--- config.mk ---
export PLATFORM = sky130hd
export DESIGN_NAME = dlc_encoder
export DESIGN_NICKNAME = d
export VERILOG_FILES = /design/src/pkg/dlc_pkg.sv /design/src/hdl/dlc_encoder.sv
export SDC_FILE = /design/constraint.sdc
export NUM_CORES = 1
export LEC_CHECK = 0
export BUFFER_PORTS_ARGS = -buffer_cell sky130_fd_sc_hd__clkbuf_2
export CAP_MARGIN = 15
export CORE_MARGIN = 4
export CORE_UTILIZATION = 30
export DETAILED_ROUTE_END_ITERATION = 8
export HOLD_SLACK_MARGIN = 0.12
export PLACE_DENSITY = 0.54
export REMOVE_ABC_BUFFERS = 1
export SLEW_MARGIN = 5
export SYNTH_ARGS = -nofsm -noshare
export SYNTH_HDL_FRONTEND = slang
export SYNTH_SLANG_ARGS = --single-unit
--- constraint.sdc ---
create_clock -name aclk -period 6.3 [get_ports aclk]
set_input_delay 0.315 -clock aclk [delete_from_list [all_inputs] [get_ports aclk]]
set_output_delay 0.315 -clock aclk [all_outputs]
set_load 0.02 [all_outputs]
--- src/pkg/dlc_pkg.sv ---
// Purpose: Shared constants and types for the DC-balance link encoder.
// Assumes: Seven-bit serial words per line and per pixel clock.
// Notes: Register offsets are byte addresses on a 32-bit AXI4-Lite bus.
`default_nettype none
package dlc_pkg;

  // Serial word layout: one balance bit above six pixel bits.
  localparam int unsigned WORD_W = 7;
  localparam int unsigned DATA_W = 6;
  localparam int unsigned BALANCE_POS = 6;

  // Running disparity limits and its value after reset.
  localparam logic signed [5:0] RD_MAX = 6'sh07;
  localparam logic signed [5:0] RD_MIN = -6'sh06;
  localparam logic signed [3:0] RD_RESET = 4'sh0;

  // Blanking control words on data lines, chosen by disparity sign.
  localparam logic [6:0] CW_C0_POS = 7'h70;
  localparam logic [6:0] CW_C0_NEG = 7'h78;
  localparam logic [6:0] CW_C1_POS = 7'h60;
  localparam logic [6:0] CW_C1_NEG = 7'h7C;

  // Clock line words: active and blanking pairs, plus the plain clock.
  localparam logic [6:0] CK_ACT_NEG = 7'h78;
  localparam logic [6:0] CK_ACT_POS = 7'h70;
  localparam logic [6:0] CK_BLK_NEG = 7'h7C;
  localparam logic [6:0] CK_BLK_POS = 7'h60;
  localparam logic [6:0] CK_PLAIN = 7'h63;

  // Register byte offsets.
  localparam logic [7:0] ADDR_CTRL = 8'h00;
  localparam logic [7:0] ADDR_STATUS = 8'h04;
  localparam logic [7:0] ADDR_DISP = 8'h08;

  // Control register fields and value after reset.
  localparam int unsigned CTRL_EN_BIT = 0;
  localparam int unsigned CTRL_CLR_BIT = 1;
  localparam logic CTRL_EN_RESET = 1'b1;

  // Status register field positions.
  localparam int unsigned STAT_STRAP_POS = 0;
  localparam int unsigned STAT_ACTIVE_POS = 4;
  localparam int unsigned STAT_CLKRD_POS = 8;

  // AXI response codes.
  localparam logic [1:0] RESP_OKAY = 2'h0;
  localparam logic [1:0] RESP_SLVERR = 2'h2;

  // Strapped configuration pins, kept together.
  typedef struct packed {
    logic edge_select;
    logic enable_polarity_select;
    logic balance_select;
    logic dual_select;
  } dlc_strap_t;

endpackage
`default_nettype wire

--- src/hdl/dlc_encoder.sv ---
// Purpose: DC-balance line encoder for a serial display link transmitter.
// Assumes: Pixel clock and pins are asynchronous to aclk and much slower.
// Notes: One set of seven-bit words per lane is produced per primary edge.
// Operation
// - Data disparity equals ones minus zeros.
// - Running disparity saturates at +7 and -6.
// - Accumulate d-1 unaltered, 1-d inverted.
// - Invert per running and data disparity signs.
// - Balance bit zero unaltered, one inverted.
// - Balanced mode adds balance bit per line.
// - Balanced mode carries enable on clock lines.
// - Clock line patterns for active and blanking.
// - Control zero word depends on disparity sign.
// - Control one word depends on disparity sign.
// - Sync control is never inverted.
// - Balance bit zero during blanking control.
// - Unbalanced mode sends plain bits unaltered.
// - Dual mode drives both link clocks identically.
// - Edge select picks primary input clock edge.
// - Polarity select picks active enable level.
// - Balance select enables or disables balancing.
// - Dual select picks two or one pixel.
// - Low polarity swaps active and blanking handling on data and clock lines.
`timescale 1ns/10ps
`default_nettype none
module dlc_encoder #(
  parameter int unsigned LANES = 4,
  parameter int unsigned ADDR_W = 8
)
(
  // Clock and reset.
  input wire logic aclk,
  input wire logic aresetn,
  // AXI4-Lite write address and data.
  input wire logic [ADDR_W-1:0] s_axi_awaddr,
  input wire logic s_axi_awvalid,
  output logic s_axi_awready,
  input wire logic [31:0] s_axi_wdata,
  input wire logic [3:0] s_axi_wstrb,
  input wire logic s_axi_wvalid,
  output logic s_axi_wready,
  // AXI4-Lite write response.
  output logic [1:0] s_axi_bresp,
  output logic s_axi_bvalid,
  input wire logic s_axi_bready,
  // AXI4-Lite read channels.
  input wire logic [ADDR_W-1:0] s_axi_araddr,
  input wire logic s_axi_arvalid,
  output logic s_axi_arready,
  output logic [31:0] s_axi_rdata,
  output logic [1:0] s_axi_rresp,
  output logic s_axi_rvalid,
  input wire logic s_axi_rready,
  // Pixel side pins from the host.
  input wire logic pix_clk,
  input wire logic pixel_valid,
  input wire logic hsync,
  input wire logic vsync,
  input wire logic [2*LANES*dlc_pkg::WORD_W-1:0] pix_data,
  input wire dlc_pkg::dlc_strap_t straps,
  // Encoded link words.
  output logic [2*LANES*dlc_pkg::WORD_W-1:0] link_data,
  output logic [2*LANES-1:0] balance_bit,
  output logic [dlc_pkg::WORD_W-1:0] link_clock_a,
  output logic [dlc_pkg::WORD_W-1:0] link_clock_b,
  output logic word_strobe
);
  import dlc_pkg::*;

  // Refuse lane counts that the disparity register cannot show.
  if (LANES < 2 || LANES > 4)
  begin : g_check
    $error("dlc_encoder: LANES must lie between 2 and 4");
  end

  localparam int unsigned NL = 2 * LANES;
  localparam int unsigned PIX_W = NL * WORD_W;
  localparam int unsigned SYNC_W = PIX_W + 8;

  // Count of set bits in a seven-bit word.
  function automatic logic [2:0] ones7(input logic [6:0] w);
    logic [2:0] n;
    n = 3'h0;
    for (int b = 0; b < 7; b++)
    begin
      n = n + {2'h0, w[b]};
    end
    return n;
  endfunction

  // Disparity of a six-bit word: ones minus zeros.
  function automatic logic signed [4:0] disp6(input logic [5:0] d);
    logic [2:0] n;
    n = ones7({1'b0, d});
    return $signed({1'b0, n, 1'b0}) - 5'sh06;
  endfunction

  // Disparity of a seven-bit word.
  function automatic logic signed [4:0] disp7(input logic [6:0] w);
    logic [2:0] n;
    n = ones7(w);
    return $signed({1'b0, n, 1'b0}) - 5'sh07;
  endfunction

  // Add a delta to the running disparity with saturation.
  function automatic logic signed [3:0] sat_add(input logic signed [3:0] rd, input logic signed [4:0] dl);
    logic signed [5:0] s;
    s = $signed({{2{rd[3]}}, rd}) + $signed({dl[4], dl});
    if (s > RD_MAX)
    begin
      s = RD_MAX;
    end
    else if (s < RD_MIN)
    begin
      s = RD_MIN;
    end
    return s[3:0];
  endfunction

  // Two-flop synchronisers for every pin; the first stage feeds only the second.
  logic [SYNC_W-1:0] pin_raw;
  logic [SYNC_W-1:0] pin_s1_r;
  logic [SYNC_W-1:0] pin_s2_r;
  logic clk_s3_r;
  assign pin_raw = {straps, pix_clk, pixel_valid, hsync, vsync, pix_data};

  // Synchroniser chain and the extra clock stage for edge finding.
  always_ff @(posedge aclk)
  begin
    if (!aresetn)
    begin
      pin_s1_r <= '0;
      pin_s2_r <= '0;
      clk_s3_r <= 1'b0;
    end
    else
    begin
      pin_s1_r <= pin_raw;
      pin_s2_r <= pin_s1_r;
      clk_s3_r <= pin_s2_r[PIX_W+3];
    end
  end

  // Synchronised views of the pins.
  dlc_strap_t strap_s;
  logic clk_s;
  logic valid_s;
  logic hsync_s;
  logic vsync_s;
  logic [PIX_W-1:0] data_s;
  assign strap_s = dlc_strap_t'(pin_s2_r[SYNC_W-1 -: 4]);
  assign clk_s = pin_s2_r[PIX_W+3];
  assign valid_s = pin_s2_r[PIX_W+2];
  assign hsync_s = pin_s2_r[PIX_W+1];
  assign vsync_s = pin_s2_r[PIX_W];
  assign data_s = pin_s2_r[PIX_W-1:0];

  // Software control state.
  logic link_en_r;
  logic rd_clear_r;
  logic primary_edge;
  logic pix_active;
  logic capture;

  // edge select
  // A falling strap makes the high-to-low transition the capture point.
  assign primary_edge = strap_s.edge_select ? (clk_s3_r & ~clk_s) : (~clk_s3_r & clk_s);

  // enable polarity
  // Active display is the pixel valid level that matches the strap.
  assign pix_active = (valid_s == strap_s.enable_polarity_select);
  assign capture = primary_edge & link_en_r;

  // Per-lane running disparity and next words.
  logic signed [3:0] rd_r [NL];
  logic signed [3:0] rd_nxt [NL];
  logic [WORD_W-1:0] word_nxt [NL];
  logic balance_nxt [NL];

  for (genvar i = 0; i < NL; i++)
  begin : g_lane
    logic [DATA_W-1:0] pd;
    logic [WORD_W-1:0] plain;
    logic signed [4:0] d;
    logic inv;
    logic ctl;
    logic [WORD_W-1:0] cw;
    logic lane_on;
    assign pd = data_s[i*WORD_W +: DATA_W];
    assign plain = data_s[i*WORD_W +: WORD_W];
    assign d = disp6(pd);
    // Line zero carries horizontal sync, line one vertical; others send zero.
    assign ctl = (i == 0) ? hsync_s : ((i == 1) ? vsync_s : 1'b0);
    // pixel width
    // Upper lanes only run when the dual strap is high.
    assign lane_on = (i < LANES) || strap_s.dual_select;

    // Word selection for this lane.
    always_comb
    begin
      if (rd_r[i] > 4'sh0)
      begin
        inv = (d > 5'sh00);
      end
      else if (rd_r[i] < 4'sh0)
      begin
        inv = (d <= 5'sh00);
      end
      else
      begin
        inv = 1'b1;
      end
      if (rd_r[i] > 4'sh0)
      begin
        cw = ctl ? CW_C1_POS : CW_C0_POS;
      end
      else
      begin
        cw = ctl ? CW_C1_NEG : CW_C0_NEG;
      end
      rd_nxt[i] = rd_r[i];
      if (!lane_on)
      begin
        // A disabled lane stays quiet and keeps its disparity.
        word_nxt[i] = '0;
        balance_nxt[i] = 1'b0;
      end
      else if (!strap_s.balance_select)
      begin
        word_nxt[i] = plain;
        balance_nxt[i] = 1'b0;
      end
      else if (pix_active)
      begin
        word_nxt[i] = {inv, inv ? ~pd : pd};
        balance_nxt[i] = inv;
        rd_nxt[i] = sat_add(rd_r[i], inv ? (5'sh01 - d) : (d - 5'sh01));
      end
      else
      begin
        // host valid
        // The blanking decision relies on the host keeping pixel valid live.
        word_nxt[i] = cw;
        balance_nxt[i] = 1'b0;
        // Control words still move the line's balance.
        rd_nxt[i] = sat_add(rd_r[i], disp7(cw));
      end
    end
  end

  // Clock line tracker: the two patterns per state have opposite disparity.
  logic signed [3:0] ck_rd_r;
  logic signed [3:0] ck_rd_nxt;
  logic [WORD_W-1:0] ck_word_nxt;

  // Clock word selection.
  always_comb
  begin
    ck_rd_nxt = ck_rd_r;
    if (!strap_s.balance_select)
    begin
      // Plain clock shape when balancing is off.
      ck_word_nxt = CK_PLAIN;
    end
    else
    begin
      // polarity swap
      // Active-ness, not the raw pin level, picks the pattern pair.
      if (pix_active)
      begin
        ck_word_nxt = (ck_rd_r > 4'sh0) ? CK_ACT_POS : CK_ACT_NEG;
      end
      else
      begin
        ck_word_nxt = (ck_rd_r > 4'sh0) ? CK_BLK_POS : CK_BLK_NEG;
      end
      ck_rd_nxt = sat_add(ck_rd_r, disp7(ck_word_nxt));
    end
  end

  // Output words and running disparities, updated on each captured edge.
  always_ff @(posedge aclk)
  begin
    if (!aresetn)
    begin
      for (int i = 0; i < NL; i++)
      begin
        rd_r[i] <= RD_RESET;
      end
      ck_rd_r <= RD_RESET;
      link_data <= '0;
      balance_bit <= '0;
      link_clock_a <= '0;
      link_clock_b <= '0;
      word_strobe <= 1'b0;
    end
    else
    begin
      word_strobe <= capture;
      if (rd_clear_r)
      begin
        // Software restart of the balance trackers takes priority.
        for (int i = 0; i < NL; i++)
        begin
          rd_r[i] <= RD_RESET;
        end
        ck_rd_r <= RD_RESET;
      end
      else if (capture)
      begin
        for (int i = 0; i < NL; i++)
        begin
          rd_r[i] <= rd_nxt[i];
        end
        ck_rd_r <= ck_rd_nxt;
      end
      if (capture)
      begin
        for (int i = 0; i < NL; i++)
        begin
          link_data[i*WORD_W +: WORD_W] <= word_nxt[i];
          balance_bit[i] <= balance_nxt[i];
        end
        link_clock_a <= ck_word_nxt;
        // identical clocks
        // The second clock is idle unless two pixels travel per clock.
        link_clock_b <= strap_s.dual_select ? ck_word_nxt : '0;
      end
    end
  end

  // AXI4-Lite write side: address and data taken in either order.
  logic aw_have_r;
  logic w_have_r;
  logic [ADDR_W-1:0] awaddr_r;
  logic [31:0] wdata_r;
  logic [3:0] wstrb_r;
  logic wr_fire;
  assign wr_fire = aw_have_r & w_have_r & ~s_axi_bvalid;

  // Write channel handshakes and response.
  always_ff @(posedge aclk)
  begin
    if (!aresetn)
    begin
      aw_have_r <= 1'b0;
      w_have_r <= 1'b0;
      awaddr_r <= '0;
      wdata_r <= '0;
      wstrb_r <= '0;
      s_axi_awready <= 1'b1;
      s_axi_wready <= 1'b1;
      s_axi_bvalid <= 1'b0;
      s_axi_bresp <= RESP_OKAY;
    end
    else
    begin
      if (s_axi_awvalid && s_axi_awready)
      begin
        aw_have_r <= 1'b1;
        awaddr_r <= s_axi_awaddr;
        s_axi_awready <= 1'b0;
      end
      if (s_axi_wvalid && s_axi_wready)
      begin
        w_have_r <= 1'b1;
        wdata_r <= s_axi_wdata;
        wstrb_r <= s_axi_wstrb;
        s_axi_wready <= 1'b0;
      end
      if (wr_fire)
      begin
        aw_have_r <= 1'b0;
        w_have_r <= 1'b0;
        s_axi_bvalid <= 1'b1;
        // Only the control word accepts writes; others are refused.
        s_axi_bresp <= (awaddr_r == ADDR_W'(ADDR_CTRL)) ? RESP_OKAY : RESP_SLVERR;
      end
      else if (s_axi_bvalid && s_axi_bready)
      begin
        // Readiness returns only after the response, so one write at a time.
        s_axi_bvalid <= 1'b0;
        s_axi_awready <= 1'b1;
        s_axi_wready <= 1'b1;
      end
    end
  end

  // Control register: enable bit and self-clearing disparity restart.
  always_ff @(posedge aclk)
  begin
    if (!aresetn)
    begin
      link_en_r <= CTRL_EN_RESET;
      rd_clear_r <= 1'b0;
    end
    else
    begin
      rd_clear_r <= 1'b0;
      if (wr_fire && awaddr_r == ADDR_W'(ADDR_CTRL) && wstrb_r[0])
      begin
        link_en_r <= wdata_r[CTRL_EN_BIT];
        rd_clear_r <= wdata_r[CTRL_CLR_BIT];
      end
    end
  end

  // Read data multiplexer.
  logic [31:0] rd_word;
  logic rd_hit;
  always_comb
  begin
    rd_word = '0;
    rd_hit = 1'b1;
    if (s_axi_araddr == ADDR_W'(ADDR_CTRL))
    begin
      rd_word[CTRL_EN_BIT] = link_en_r;
    end
    else if (s_axi_araddr == ADDR_W'(ADDR_STATUS))
    begin
      rd_word[STAT_STRAP_POS +: 4] = strap_s;
      rd_word[STAT_ACTIVE_POS] = pix_active;
      rd_word[STAT_CLKRD_POS +: 4] = ck_rd_r;
    end
    else if (s_axi_araddr == ADDR_W'(ADDR_DISP))
    begin
      // Four bits of signed disparity per lane, lane zero lowest.
      for (int i = 0; i < NL; i++)
      begin
        rd_word[i*4 +: 4] = rd_r[i];
      end
    end
    else
    begin
      rd_hit = 1'b0;
    end
  end

  // Read channel: answer one cycle after the address is taken.
  always_ff @(posedge aclk)
  begin
    if (!aresetn)
    begin
      s_axi_arready <= 1'b1;
      s_axi_rvalid <= 1'b0;
      s_axi_rdata <= '0;
      s_axi_rresp <= RESP_OKAY;
    end
    else if (s_axi_arvalid && s_axi_arready)
    begin
      s_axi_arready <= 1'b0;
      s_axi_rvalid <= 1'b1;
      s_axi_rdata <= rd_word;
      s_axi_rresp <= rd_hit ? RESP_OKAY : RESP_SLVERR;
    end
    else if (s_axi_rvalid && s_axi_rready)
    begin
      s_axi_rvalid <= 1'b0;
      s_axi_arready <= 1'b1;
    end
  end

endmodule
`default_nettype wire

Yosys cells after proc, flatten, opt, wreduce, memory -nomap -nowiden
Memories as Yosys holds them, arrays and structs flattened. Cells that the tools add are included.

Register bits after elaboration: 268. Memory bits (writable): 32. Bits of input ports: 123. Word-level logic and storage cells: 480. Memories kept: 1.

Memories: rd_r (depth 8, bits a word 4, read ports 8, clocked after memory_dff 0, wr ports 8, line dlc_encoder.sv:175) `logic signed [3:0] rd_r [NL];`.

Add/sub/neg operators: 144. Magnitude comparators: 67. Equality and inequality tests: 3. Muxes and demuxes: 193. Bitwise gates (word level): 33. Reduce and logical (&&, ||, !) cells: 15.

Operator list (number): $mux W4 (78); $mux W7 (23); $add A3 B1 Y3 (38); $add A4 B5 Y6 (17); $gt A6 B4 Y1 const B (17); $lt A6 B4 Y1 const B (17); $sub A4 B3 Y5 const B (17); $mux W5 (15); $add A3 B1 Y3 const B (22); $mux W1 (61); $add A2 B1 Y3 (17); $mux W6 (8); $not A6 Y6 (8); $gt A5 B1 Y1 const B (8); $le A5 B1 Y1 const B (8); $sub A2 B5 Y5 const A (8); $sub A5 B2 Y5 const B (8); $gt A4 B1 Y1 const B (9); $add A1 B1 Y2 (17); $lt A4 B1 Y1 const B (8); $mux W32 (1); $mux W31 (1); $mux W20 (1); $logic_not A8 Y1 (2); other kinds (12) (46).

Depth between registers and ports, before layout
Depth after elaboration: 18. Mapped depth: 17. Gate-level depth less buffers: 17.

Worst setup path after synthesis
Ideal clock, no wire load.

Path kind: reg-to-reg. From: register pin_s2_r[28]. To: memory rd_r[4][1], in the netlist rd_r[1][1] (data pin). Arrival: 4.088 ns. Path slack: 1.951 ns. Stages on the path, launching flop included: 17. Buffers on the path: 0. Path through: dfxtp_1 fa_1 inv_1 fa_1 inv_1 ha_1 fa_1 nor3_1 a21oi_2 xor2_1 inv_1 fa_1 xnor2_1 nor2_1 or4b_1 nor2b_1 o311a_1.

RTL lines: from (decl) (line dlc_encoder.sv:123) `logic [SYNC_W-1:0] pin_s2_r;`; from (signal assigned) (line dlc_encoder.sv:139) `pin_s2_r <= pin_s1_r;`; to (decl) (line dlc_encoder.sv:175).

==> out/qor.txt <==
Final Cycle Share: 73.4%
Pwr dens: 266 mW/mm^2
Die Wd: 235 um
Clock-pin slew on the worst setup and hold paths: 0.06 ns
DRC Markers: 0
Post-route ant nets: 0
Clk network pwr share: 42.3%
Worst slew pin tran: 1.00 ns
Cell variety after synth: 80
FP Rows: 82
Crit path launch: pin_s2_r[35]
Final Instance Count excl. Fillers: 2634
CTS tree: done
Buffers added on ports: 207
Share of flip-flops with an asynchronous set or reset: 0%
Pre-CTS setup slack: 1.66 ns
Crit end category: flop
Crit path cell chain: fa_1 > inv_1 > fa_1 > inv_1 > ha_1 > fa_1 > a21oi_2 > xor2_1 > inv_1 > fa_1 > xor2_1 > a211oi_1 > mux2_2 > nor3_1 > o21ai_0 > o211a_1
Cell area after synthesis: 0.0154 mm^2
TritonCTS Sinks: 294
Comb power frac: 17.9%
Clock skew: 0.0291 ns
Final Power: 0.00508 W
Startpoint Class: flop
Crit-path max FO: 7
Final Critical Period: 4.62 ns
Share of power burned in registers: 39.8%
Worst EP required: 6.59 ns
Via count: 12600
Final setup vio count: 0
Initial antenna violation count: 2
Area contributors post-synth: dfxtp_1 (35%), and2_1 (5.7%), edfxtp_1 (5.5%)
Top-count cell post-synth: dfxtp_1
Max-cap viol count: 0
CTS root buf: clkbuf_16
Global-route wire length before repair: 67.7 mm
Synthesis warning total: 0
Final Net Count: 2163
Initial core utilization: 30.5%
Fmax achieved: 0.216 GHz
Post-synthesis register bit count: 294
RSZ-0062 raised after global routing: no
Drt wl/cell: 16.0 um
Max incr delay on CP: 0.53 ns
Critical Path End: rd_r[1][6]
Core Area: 0.0505 mm^2
Peak supply drop: 0.166 mV
Yosys top cell area share: 34.5%
Buffer levels on the longest clock path: 3
Worst r2r path cells: 16
Yosys top cell by area: dfxtp_1
Sw Share: 27.9%
Min-Delay Path Class: primary input to flop
Syn Area/Cell: 9.12 um^2
CP Data Arrival Time: 4.92 ns
Crit-path slowest cell: fa_1
Worst rel slew slack: 33.2%
Initial drt markers: 524
DP Cell Count: 2487
H-tree levels: 2
GPL Wtd Cong: 0.842
Status: finished, final reports clean
R2R Path Start: pin_s2_r[35]
Largest net degree at the start of global routing: 130
1st-pass router iterations: 5
Top-Level Pins: 243
Internal Power: 0.00366 W
CTS resizes: 0
Mapped Cells: 1691
Final hold vios: 0
Max Slew Vio Count: 0
Die height: 235 um
Area grow syn2layout: 23.8%
Share of layout cells above drive strength 1: 16.5%
Post-route setup slack: 1.68 ns
Kind of critical path: flop to flop
Cts bufs inserted: 35
DR vias/cell: 4.78
EDFF count, synth: 28
Vias in the first global route: 12700
Most frequent cells after synthesis: dfxtp_1 (266), and2_1 (140), inv_1 (110), o21ai_0 (110), nand2_1 (105)
Die area: 0.0551 mm^2
Post-Route WL: 42.3 mm
DPL Wire Length: 29.1 mm
Total congestion overflow: 0
Fin Hold WS: 0.167 ns
Layout fillers: 5106
Most common cell on crit path: fa_1
Reg2Reg Capture Point: rd_r[1][6]
R2R setup slack: 1.68 ns
GRT Overall Usage: 14.9%
Clock latency on the worst-skew pair: 0.55 ns
Leak: 7.97 nW
Register area share after synthesis: 40.0%
Top FF cell, synth: dfxtp_1
Net Switching: 0.00141 W
Setup TNS: 0 ns
[how the worst min path moves through the flow]
stage / startpoint / end / slack, ns / cells past startpoint
6_report: s_axi_awvalid / awaddr_r[6] / 0.17 / 3
4_1_cts: s_axi_awvalid / awaddr_r[3] / 0.13 / 3
3_3_place_gp: pin_s1_r[45] / pin_s2_r[45] / 0.42 / 1
3_5_place_dp: pin_s1_r[31] / pin_s2_r[31] / 0.42 / 1
5_1_grt: s_axi_awvalid / awaddr_r[3] / 0.16 / 3
2_1_floorplan: aresetn / link_en_r / 0.38 / 1
[sequential cells by signal, indices dropped and copies added (netlist names), 2 cells and up]
| register | flops |
|---|---|
| link_clock_b | 5 |
| link_data | 56 |
| rd_r | 32 |
| link_clock_a | 5 |
| pin_s1_r | 64 |
| wdata_r | 2 |
| balance_bit | 8 |
| awaddr_r | 8 |
| s_axi_rdata | 32 |
| pin_s2_r | 64 |
| ck_rd_r | 4 |
[layout make-up]
cell class	count	area (um^2)	area share, %
multi-input combinational	1194	8470	44.4
sequential	294	6170	32.3
timing repair buffer	301	1960	10.3
clock buffer	48	1060	5.55
tap	672	841	4.41
inverter	110	413	2.16
clock inverter	14	179	0.937
antenna	1	2.50	0.0131
[metal layers]
metal  share of wire, %  track usage [%]  vias up
li1                   -                -     6367
met1                 46             19.0     5930
met2                 47             25.3      219
met3                4.1             3.11       69
met4                3.2             4.96        0
met5                  0                0        -
[layout by cell type (no fill, tap or decap), types with 12 or more instances in the layout]
master	synthesis	layout
o21a_1	15	15
nand2b_1	22	22
xnor2_1	14	14
inv_1	110	110
edfxtp_1	28	28
and3_1	16	16
nand3_1	29	29
o21ai_0	110	110
mux2i_1	34	34
a21o_1	17	17
a31oi_1	12	12
a22oi_1	42	42
ha_1	63	63
dfxtp_1	266	265
xor2_1	37	36
a21boi_0	31	31
dlygate4sd3_1	0	84
o211ai_1	12	12
nor3_1	48	48
clkbuf_2	0	206
nor2_1	61	61
clkbuf_16	0	39
and2_1	140	140
fa_1	41	41
nand2_1	105	103
nor2b_1	60	60
a211oi_1	23	23
a21oi_1	99	99
[worst max-delay path: cells and delay by family (launching register included)]
family                     cells  cell delay [ns]
and+or+nand+nor                1             0.31
AOI/OAI and AO/OA              4             0.78
buffers and inverters          3             0.16
xor gates and xnor gates       2             0.53
DFF                            1             0.33
adders and majority gates      5             1.99
muxes                          1             0.27
[cells by family (layout without fill, tap and decap cells)]
family                   count (synthesis)  in the layout  synth area share, %
other                                    1              3               0.0243
AND/OR/NAND/NOR                        533            533                 18.7
multiplexers                            43             43                 2.86
AO/OA/AOI/OAI                          461            461                 19.8
XOR/XNOR                                51             51                 2.90
flip-flops                             294            294                 40.0
buffers and inverters                  204            473                 5.32
adder cells (fa/ha/maj)                104            104                 10.4
[through the flow]
step | instance area, um^2 | util, %
2_1_floorplan | 15000 | -
3_3_place_gp | 17000 | 33.7
3_5_place_dp | 17000 | 33.7
4_1_cts | 19100 | 37.8
5_1_grt | 19100 | 37.8
6_report | 19100 | 37.8
[timing repair]
| item | in CTS | in global routing |
|---|---|---|
| endpoints found under the setup margin | 0 | 0 |
| buffers inserted | 0 | 0 |
| hold buffers | 84 | 0 |
| endpoints found under the hold margin | 82 | 0 |
[power by group through the flow]
stage	clock [W]	combinational [W]	sequential, W
CTS	0.00222	0.000913	0.00202
floorplan	0	0.000626	0.00206
global placement	0	0.000847	0.00206
global route	0.00229	0.00103	0.00203
detailed placement	0	0.000867	0.00206
finish	0.00215	0.000909	0.00202
Power figures use the tool's default switching activity.
